$ cat config.mk
export PLATFORM = sky130hd
export DESIGN_NAME = lde_monitor
export DESIGN_NICKNAME = d
export VERILOG_FILES = /design/src/inc/lde_pkg.sv /design/src/logic/lde_err_counter.sv /design/src/logic/lde_lane_errs.sv /design/src/logic/lde_monitor.sv
export VERILOG_INCLUDE_DIRS = /design/src /design/src/inc
export SDC_FILE = /design/constraint.sdc
export NUM_CORES = 1
export LEC_CHECK = 0
export ABC_CLOCK_PERIOD_IN_PS = 7300
export BUFFER_PORTS_ARGS = -buffer_cell sky130_fd_sc_hd__buf_2
export CAP_MARGIN = 40
export CORE_ASPECT_RATIO = 2
export CORE_MARGIN = 2
export CORE_UTILIZATION = 35
export CTS_CLUSTER_DIAMETER = 150
export DETAILED_ROUTE_END_ITERATION = 6
export SLEW_MARGIN = 10
export SYNTH_ARGS = -nofsm -noshare
export SYNTH_HDL_FRONTEND = slang
export SYNTH_HIERARCHICAL = 1
export SYNTH_SLANG_ARGS = --single-unit
$ cat constraint.sdc
create_clock -name ref_clk -period 7.3 [get_ports ref_clk]
set_clock_uncertainty 0.1 [all_clocks]
set_input_delay 0.365 -clock ref_clk [delete_from_list [all_inputs] [get_ports ref_clk]]
set_output_delay 0.365 -clock ref_clk [all_outputs]
set_load 0.005 [all_outputs]
$ cat src/inc/lde_defines.svh
// Register map, field positions and reset values of the lane deskew and code error monitor.
// Assumes an 8-bit register port addressed with the printed offsets.
`ifndef LDE_DEFINES_SVH
`define LDE_DEFINES_SVH
`define LDE_ADDR_W 12
`define LDE_OFF_READBACK 12'h46b
`define LDE_OFF_ALIGN_EN 12'h46c
`define LDE_OFF_DISP 12'h46d
`define LDE_OFF_TMISS 12'h46e
`define LDE_OFF_CCHAR 12'h46f
`define LDE_OFF_THRESH 12'h07c
`define LDE_OFF_IRQ_STAT 12'h480
`define LDE_OFF_IRQ_MASK 12'h481
`define LDE_OFF_MODE 12'h482
`define LDE_ALIGN_EN_RST 8'h0f
`define LDE_THRESH_RST 8'hff
`define LDE_BIT_IRQ_CLR 7
`define LDE_BIT_CNT_OFF 6
`define LDE_BIT_CNT_CLR 5
`define LDE_LANE_MSB 2
`define LDE_RB_LANE_MSB 6
`define LDE_RB_LANE_LSB 4
`define LDE_RB_CNT_MSB 1
`define LDE_DUAL_MASK 8'h0f
`endif

$ cat src/inc/lde_pkg.sv
// Types shared by the lane deskew and code error monitor.
// Assumes lde_defines.svh is on the include path.
package lde_pkg;
    typedef enum logic [1:0] {
        LDE_CAT_DISP = 2'b00,
        LDE_CAT_TMISS = 2'b01,
        LDE_CAT_CCHAR = 2'b10
    } lde_cat_t;
    typedef logic [7:0] lde_byte_t;
endpackage

$ cat src/logic/lde_err_counter.sv
// One lane's error counter for one error category, with threshold flag.
// Assumes errors arrive as single-cycle pulses on ref_clk.
`timescale 1ns/100ps
module lde_err_counter #(
    parameter int CW = 8
) (
    input wire logic ref_clk,
    input wire logic reset,
    input wire logic errPulse,
    input wire logic countOff,
    input wire logic countClear,
    input wire logic [CW-1:0] threshold,
    output logic [CW-1:0] count,
    output logic hit
);
    import lde_pkg::*;
    initial begin
        if (CW < 1) $error("CW must be at least 1");
    end
    logic [CW-1:0] count_r;
    logic off_r;
    wire logic sat = &count_r;
    always_ff @(posedge ref_clk) begin
        if (reset) begin
            count_r <= '0;
            off_r <= 1'b0;
        end else begin
            if (countOff) off_r <= 1'b1;
            else if (countClear) off_r <= 1'b0;
            if (countClear) count_r <= '0;
            else if (errPulse && !off_r && !sat) count_r <= CW'(count_r + 1'b1);
        end
    end
    assign count = count_r;
    assign hit = (count_r >= threshold);
endmodule

$ cat src/logic/lde_lane_errs.sv
// Three category counters of one lane plus their sticky IRQ flags.
// Assumes command pulses last one cycle.
`timescale 1ns/100ps
module lde_lane_errs (
    input wire logic ref_clk,
    input wire logic reset,
    input wire logic [2:0] errPulse,
    input wire logic [2:0] countOff,
    input wire logic [2:0] countClear,
    input wire logic [2:0] irqClear,
    input wire logic [7:0] threshold,
    output logic [23:0] counts,
    output logic [2:0] hit,
    output logic [2:0] irqFlag
);
    import lde_pkg::*;
    logic [2:0] irq_r;
    logic [2:0] hitPrev_r;
    for (genvar c = 0; c < 3; c++) begin : g_cat
        lde_err_counter #(.CW(8)) u_cnt (
            .ref_clk(ref_clk),
            .reset(reset),
            .errPulse(errPulse[c]),
            .countOff(countOff[c]),
            .countClear(countClear[c]),
            .threshold(threshold),
            .count(counts[c*8 +: 8]),
            .hit(hit[c])
        );
    end
    wire logic [2:0] rise = hit & ~hitPrev_r;
    always_ff @(posedge ref_clk) begin
        if (reset) begin
            irq_r <= '0;
            hitPrev_r <= '0;
        end else begin
            hitPrev_r <= hit;
            irq_r <= rise | (irq_r & ~irqClear);
        end
    end
    assign irqFlag = irq_r;
endmodule

$ cat src/logic/lde_monitor.sv
// Behaviour
// Eight deskew enable bits, one per lane, reset to lanes 0 to 3 enabled.
// In dual link mode only the low four lane bits of deskew and status are used.
// Writing 1 to bit 7 of the disparity control register clears that lane's disparity IRQ.
// Writing 1 to bit 6 of the disparity control register disables that lane's counter.
// Writing 1 to bit 5 of the disparity control register zeroes that lane's counter.
// Reading the disparity register gives one threshold-reached bit per lane.
// Counts are readable through the indirect readback register.
// Bit 7 of the table-miss or control-char register clears that category's lane IRQ.
// Writing 1 to bit 6 of the table-miss register disables that lane's counter.
// Writing 1 to bit 5 of the table-miss register zeroes that lane's counter.
// Reading the table-miss register gives one status bit per lane.
// Bits 2 to 0 written with the command bits pick the lane they act on.
// Software writes lane and counter select before reading the readback location.
// Counter select 0 is disparity, 1 table miss, 2 control character.
// Command bits are single-cycle pulses; writing 0 does nothing.
//
// Top of the lane deskew and code error monitor, with its register port.
// Assumes error pulses come from the lane decoders on ref_clk.
//
// Chosen here: the strobed register port.
`timescale 1ns/100ps
`include "lde_defines.svh"
module lde_monitor #(
    parameter int LANES = 8
) (
    input wire logic ref_clk,
    input wire logic reset,
    input wire logic [`LDE_ADDR_W-1:0] regAddr,
    input wire logic [7:0] regWrData,
    input wire logic regWrite,
    input wire logic regRead,
    output lde_pkg::lde_byte_t regRdData,
    input wire logic [LANES-1:0] dispErr,
    input wire logic [LANES-1:0] tableMissErr,
    input wire logic [LANES-1:0] ctrlCharErr,
    output logic [LANES-1:0] laneAlignEnable,
    output logic irq
);
    import lde_pkg::*;
    initial begin
        if (LANES != 8) $error("LANES must be 8");
    end

    logic [7:0] alignEn_r;
    logic [7:0] thresh_r;
    logic [2:0] rbLane_r;
    logic [1:0] rbCnt_r;
    logic [2:0] irqStat_r;
    logic [2:0] irqMask_r;
    logic dualLink_r;
    lde_byte_t rdData_r;
    lde_byte_t rdData_nxt;
    logic [LANES-1:0] alignOut_r;
    logic irq_r;

    wire logic wrAlign = regWrite && regAddr == `LDE_OFF_ALIGN_EN;
    wire logic wrDisp = regWrite && regAddr == `LDE_OFF_DISP;
    wire logic wrTmiss = regWrite && regAddr == `LDE_OFF_TMISS;
    wire logic wrCchar = regWrite && regAddr == `LDE_OFF_CCHAR;
    wire logic wrRb = regWrite && regAddr == `LDE_OFF_READBACK;
    wire logic wrThresh = regWrite && regAddr == `LDE_OFF_THRESH;
    wire logic wrStat = regWrite && regAddr == `LDE_OFF_IRQ_STAT;
    wire logic wrMask = regWrite && regAddr == `LDE_OFF_IRQ_MASK;
    wire logic wrMode = regWrite && regAddr == `LDE_OFF_MODE;

    // Per category command strobes, category index as in lde_cat_t
    wire logic [2:0] catWr = {wrCchar, wrTmiss, wrDisp};
    wire logic [2:0] laneAddr = regWrData[`LDE_LANE_MSB:0];
    wire logic cmdIrqClr = regWrData[`LDE_BIT_IRQ_CLR];
    wire logic cmdOff = regWrData[`LDE_BIT_CNT_OFF];
    wire logic cmdClr = regWrData[`LDE_BIT_CNT_CLR];

    // Dual link keeps lanes 4 to 7 idle in this instance
    wire logic [7:0] laneUse = dualLink_r ? `LDE_DUAL_MASK : 8'hff;

    logic [3*LANES-1:0] hitFlat;
    logic [3*LANES-1:0] irqFlat;
    logic [24*LANES-1:0] cntFlat;
    logic [LANES-1:0] dispHit;
    logic [LANES-1:0] tmissHit;
    logic [LANES-1:0] cchrHit;
    logic [LANES-1:0] dispIrq;
    logic [LANES-1:0] tmissIrq;
    logic [LANES-1:0] cchrIrq;

    for (genvar l = 0; l < LANES; l++) begin : g_lane
        wire logic sel = laneAddr == 3'(l);
        // Strobes are combinational from a one-cycle write, so they cannot linger
        wire logic [2:0] offP = catWr & {3{sel && cmdOff}};
        wire logic [2:0] clrP = catWr & {3{sel && cmdClr}};
        wire logic [2:0] irqP = catWr & {3{sel && cmdIrqClr}};
        wire logic [2:0] errs = {ctrlCharErr[l], tableMissErr[l], dispErr[l]} &
            {3{laneUse[l]}};
        lde_lane_errs u_lane (
            .ref_clk(ref_clk),
            .reset(reset),
            .errPulse(errs),
            .countOff(offP),
            .countClear(clrP),
            .irqClear(irqP),
            .threshold(thresh_r),
            .counts(cntFlat[l*24 +: 24]),
            .hit(hitFlat[l*3 +: 3]),
            .irqFlag(irqFlat[l*3 +: 3])
        );
        assign dispHit[l] = hitFlat[l*3] & laneUse[l];
        assign tmissHit[l] = hitFlat[l*3+1] & laneUse[l];
        assign cchrHit[l] = hitFlat[l*3+2] & laneUse[l];
        assign dispIrq[l] = irqFlat[l*3];
        assign tmissIrq[l] = irqFlat[l*3+1];
        assign cchrIrq[l] = irqFlat[l*3+2];
    end

    // Indirect readback; select 3 is not a counter and reads zero
    wire logic [23:0] laneCnts = cntFlat[rbLane_r*24 +: 24];
    wire logic [7:0] rbValue = (rbCnt_r == LDE_CAT_DISP) ? laneCnts[7:0] :
        (rbCnt_r == LDE_CAT_TMISS) ? laneCnts[15:8] :
        (rbCnt_r == LDE_CAT_CCHAR) ? laneCnts[23:16] : 8'h00;

    wire logic [2:0] catEvt = {|cchrIrq, |tmissIrq, |dispIrq};

    always_comb begin
        rdData_nxt = 8'h00;
        if (regRead) begin
            unique case (regAddr)
                `LDE_OFF_READBACK: rdData_nxt = rbValue;
                `LDE_OFF_ALIGN_EN: rdData_nxt = alignEn_r;
                `LDE_OFF_DISP: rdData_nxt = dispHit;
                `LDE_OFF_TMISS: rdData_nxt = tmissHit;
                `LDE_OFF_CCHAR: rdData_nxt = 8'h00;
                `LDE_OFF_THRESH: rdData_nxt = thresh_r;
                `LDE_OFF_IRQ_STAT: rdData_nxt = {5'h00, irqStat_r};
                `LDE_OFF_IRQ_MASK: rdData_nxt = {5'h00, irqMask_r};
                `LDE_OFF_MODE: rdData_nxt = {7'h00, dualLink_r};
                default: rdData_nxt = 8'h00;
            endcase
        end
    end

    always_ff @(posedge ref_clk) begin
        if (reset) begin
            alignEn_r <= `LDE_ALIGN_EN_RST;
            thresh_r <= `LDE_THRESH_RST;
            rbLane_r <= '0;
            rbCnt_r <= '0;
            dualLink_r <= 1'b0;
            irqMask_r <= '0;
        end else begin
            if (wrAlign) alignEn_r <= regWrData;
            if (wrThresh) thresh_r <= regWrData;
            if (wrRb) begin
                rbLane_r <= regWrData[`LDE_RB_LANE_MSB:`LDE_RB_LANE_LSB];
                rbCnt_r <= regWrData[`LDE_RB_CNT_MSB:0];
            end
            if (wrMode) dualLink_r <= regWrData[0];
            if (wrMask) irqMask_r <= regWrData[2:0];
        end
    end

    // Set wins over a write-one clear in the same cycle
    always_ff @(posedge ref_clk) begin
        if (reset) irqStat_r <= '0;
        else irqStat_r <= catEvt | (irqStat_r & ~({3{wrStat}} & regWrData[2:0]));
    end

    always_ff @(posedge ref_clk) begin
        if (reset) begin
            rdData_r <= 8'h00;
            alignOut_r <= '0;
            irq_r <= 1'b0;
        end else begin
            rdData_r <= rdData_nxt;
            alignOut_r <= alignEn_r & laneUse;
            irq_r <= |(irqStat_r & irqMask_r);
        end
    end

    assign regRdData = rdData_r;
    assign laneAlignEnable = alignOut_r;
    assign irq = irq_r;
endmodule

==> out/metrics.cfg <==
[drt]
drc=0
avgViaCountPerCell=5.724
drt_first_pass_iters=5
met2_wirelength_um=35300
m1WireLength_um=24660
num_vias=18843
wl_met3_um=3425
drtIter0Drc=1166
drtAntennaViolNets=0
top_layer_used=met4
drt-total-wl_um=69850
wl_per_cell_um=21.22

[final_layout]
insertedDiodeCount=0
area_delta_synth_final_pct=11.36
fin_nets=2770
layout-drive-gt1-share_pct=12.65
register_area_um2=6191
multiInputGateArea_um2=13200
fillers=5857

[hold_path]
hp-start=regWrData[7]
hold_depth=3
min_path_type=in -> reg
hold_end=alignEn_r[7]

[clocking]
cts_resized=0
numCtsBuffers=30
worstSkewPairLatency_ps=610
cts_root_buf=clkbuf_16
htree_levels=1
cts_tree=done
cts.path.max_buffers=3
cts_num_sinks=309
path_clk_slew_ps=70

[synth]
yosysSeqAreaShare_pct=30.06
synth_most_common_cell=dfxtp_1
yosys-top-cells-area=dfxtp_1 (30%), ha_1 (13%), nor2_1 (5.4%), mux4_2 (5.3%), inv_1 (4.5%)
synth_cells=2458
ys.warnings.count=6
synth_common_cells=dfxtp_1 (309), nor2_1 (295), inv_1 (244)
syn_area_um2=20580
yosysTopAreaCell=dfxtp_1
syn_avg_cell_area_um2=8.372
synth_flop_cell=dfxtp_1
syn-num-nets=2722
synth.distinct_cells=58
yosysTopAreaCellShare_pct=30.06
synth_edf_count=0
ys_seq_elements=309
ys_async_sr_fraction_pct=0

[die]
io_pins=65
initial_utilization_pct=35.37
coreArea_um2=58180
dieArea_um2=60860
fp.dieW_um=175.5
num_rows=125
die_h_um=346.9

[worst_setup_path]
arrival_ps=3630
ff2ff_path_depth=10
reg2reg_from=thresh_r[0]
crit_path_start=thresh_r[0]
cp_max_fo=15
cp-start-kind=flip-flop
r2r_setup_slack_ps=4030
cp-end-kind=flip-flop
required_ps=7660
worstReg2RegEnd=regRdData[0]
crit_type=reg -> reg

[timing]
timing.fmax_mhz=305.8
worstMarginPinSlew_ps=844.5
finalSetupTns_ps=0
min_period_ps=3271
finalHoldViolations=0
period_share_pct=44.80
rsz0062_at_grt=no
finalSetupViolations=0
relSlewSlack_pct=43.70
drv_slew=0

[pwr]
total_power_mw=3.911
powerDensity_nw_per_um2=170.7
ir_drop_uv=187.2
cellInternalPower_mw=2.964
combPwrFrac_pct=6.8
switchingPower_uw=947.3
power.share.clock_pct=48.0
switching_share_pct=24.22
seqPwrFrac_pct=45.2
power.static_leakage_nw=10.49

[place]
numPortBuffers=64
gp_congestion=0.9366
hpwl_um=52890

[global_routing]
antenna_found_initial=1
grt_pass1_wl_um=107000
overflow=0
grt_max_degree=72
grtUsageTotal_pct=22.51
grt_pass1_vias=19023

[outcome]
status=finished clean

[run]
drv_cap=0

-- critical path, stage by stage (launching register included) --
cell and delay [ps]:
dfxtp_1 830, buf_4 430, ha_1 290, nand2b_1 140
a21o_1 170, a211oi_1 220, o21ai_0 180, mux2i_1 170
o21ai_0 170, a222oi_1 300, a21oi_1 120
-- power groups by stage --
stage	logic (mW)	registers [mW]	clock network (mW)
floorplan	0.181	1.78	0
global placement	0.252	1.80	0
detailed placement	0.261	1.80	0
CTS	0.264	1.77	1.92
global route	0.292	1.77	1.98
finish	0.266	1.77	1.88
-- layer usage --
layer	up-vias	GRT usage (%)
met3	256	2.847
met1	9054	22.29
met2	660	41.55
met4	0	18.03
met5	-	0
li1	8873	-
-- area by class of cell --
type / count / area share, %
timing repair buffer: 81 / 2.075
inverter: 244 / 3.997
multi-input combinational: 1840 / 57.60
sequential: 309 / 27.02
tap: 762 / 4.161
clock buffer: 41 / 3.898
clock inverter: 15 / 1.256
-- logic make-up (layout without fill, tap and decap cells) --
| family | after synthesis | after routing | synth area share (%) |
|---|---|---|---|
| flops | 309 | 309 | 30.06 |
| simple gates | 960 | 960 | 25.54 |
| buf+inv | 309 | 381 | 5.825 |
| compound gates | 510 | 510 | 15.30 |
| fa+ha+maj | 216 | 216 | 13.13 |
| mux | 106 | 106 | 8.099 |
| xor+xnor | 48 | 48 | 2.043 |
-- how the worst max path moves through the flow --
stage | endpoint | cells after the start
finish | regRdData[0] | 10
global route | regRdData[0] | 10
CTS | regRdData[0] | 10
detailed placement | regRdData[0] | 10
global placement | regRdData[1] | 10
floorplan | regRdData[4] | 8
-- state kept, by name, indices dropped and copies added (netlist names) --
register and count:
laneAlignEnable 8, thresh_r 8, irqMask_r 3, rbCnt_r 2, regRdData 8, irqStat_r 3
g_lane.u_lane/g_cat.u_cnt/off_r 24, g_lane.u_lane/irqFlag 24, irq 1, rbLane_r 3, g_lane.u_lane/hitPrev_r 24, dualLink_r 1
g_lane.u_lane/g_cat.u_cnt/count 192, alignEn_r 8
-- stage by stage --
stage	setup slack, ps	util (%)	area [um2]	hold WS [ps]	std cells
after global placement	4186	37.28	21690	357.9	3233
final	4029	39.39	22920	82.33	3292
after CTS	4117	39.39	22920	36.52	3292
after global routing	3893	39.39	22920	55.52	3292
after floorplan	4699	-	20580	334.1	2458
after detailed placement	4140	37.32	21710	362.3	3234
-- placed cells by master (no fill, tap or decap), types with 26 or more instances in the layout --
cell,synthesis,final
a211oi_1,72,72
a21oi_1,177,177
a31oi_1,29,29
buf_2,13,63
clkbuf_16,0,31
dfxtp_1,309,307
ha_1,216,216
inv_1,244,244
mux2i_1,54,54
mux4_2,48,48
nand2_1,162,162
nand2_2,26,26
nand2b_1,74,74
nand3_1,45,45
nand4_1,29,29
nor2_1,295,295
nor2b_1,51,51
nor3_1,50,50
o21ai_0,81,81
-- repair_timing --
item / CTS / global route
endpoints found under the hold margin: 5 / 0
setup buffers: 0 / 0
hold buffers: 2 / 0
setup endpoints to repair: 0 / 0
Power figures use the tool's default switching activity.
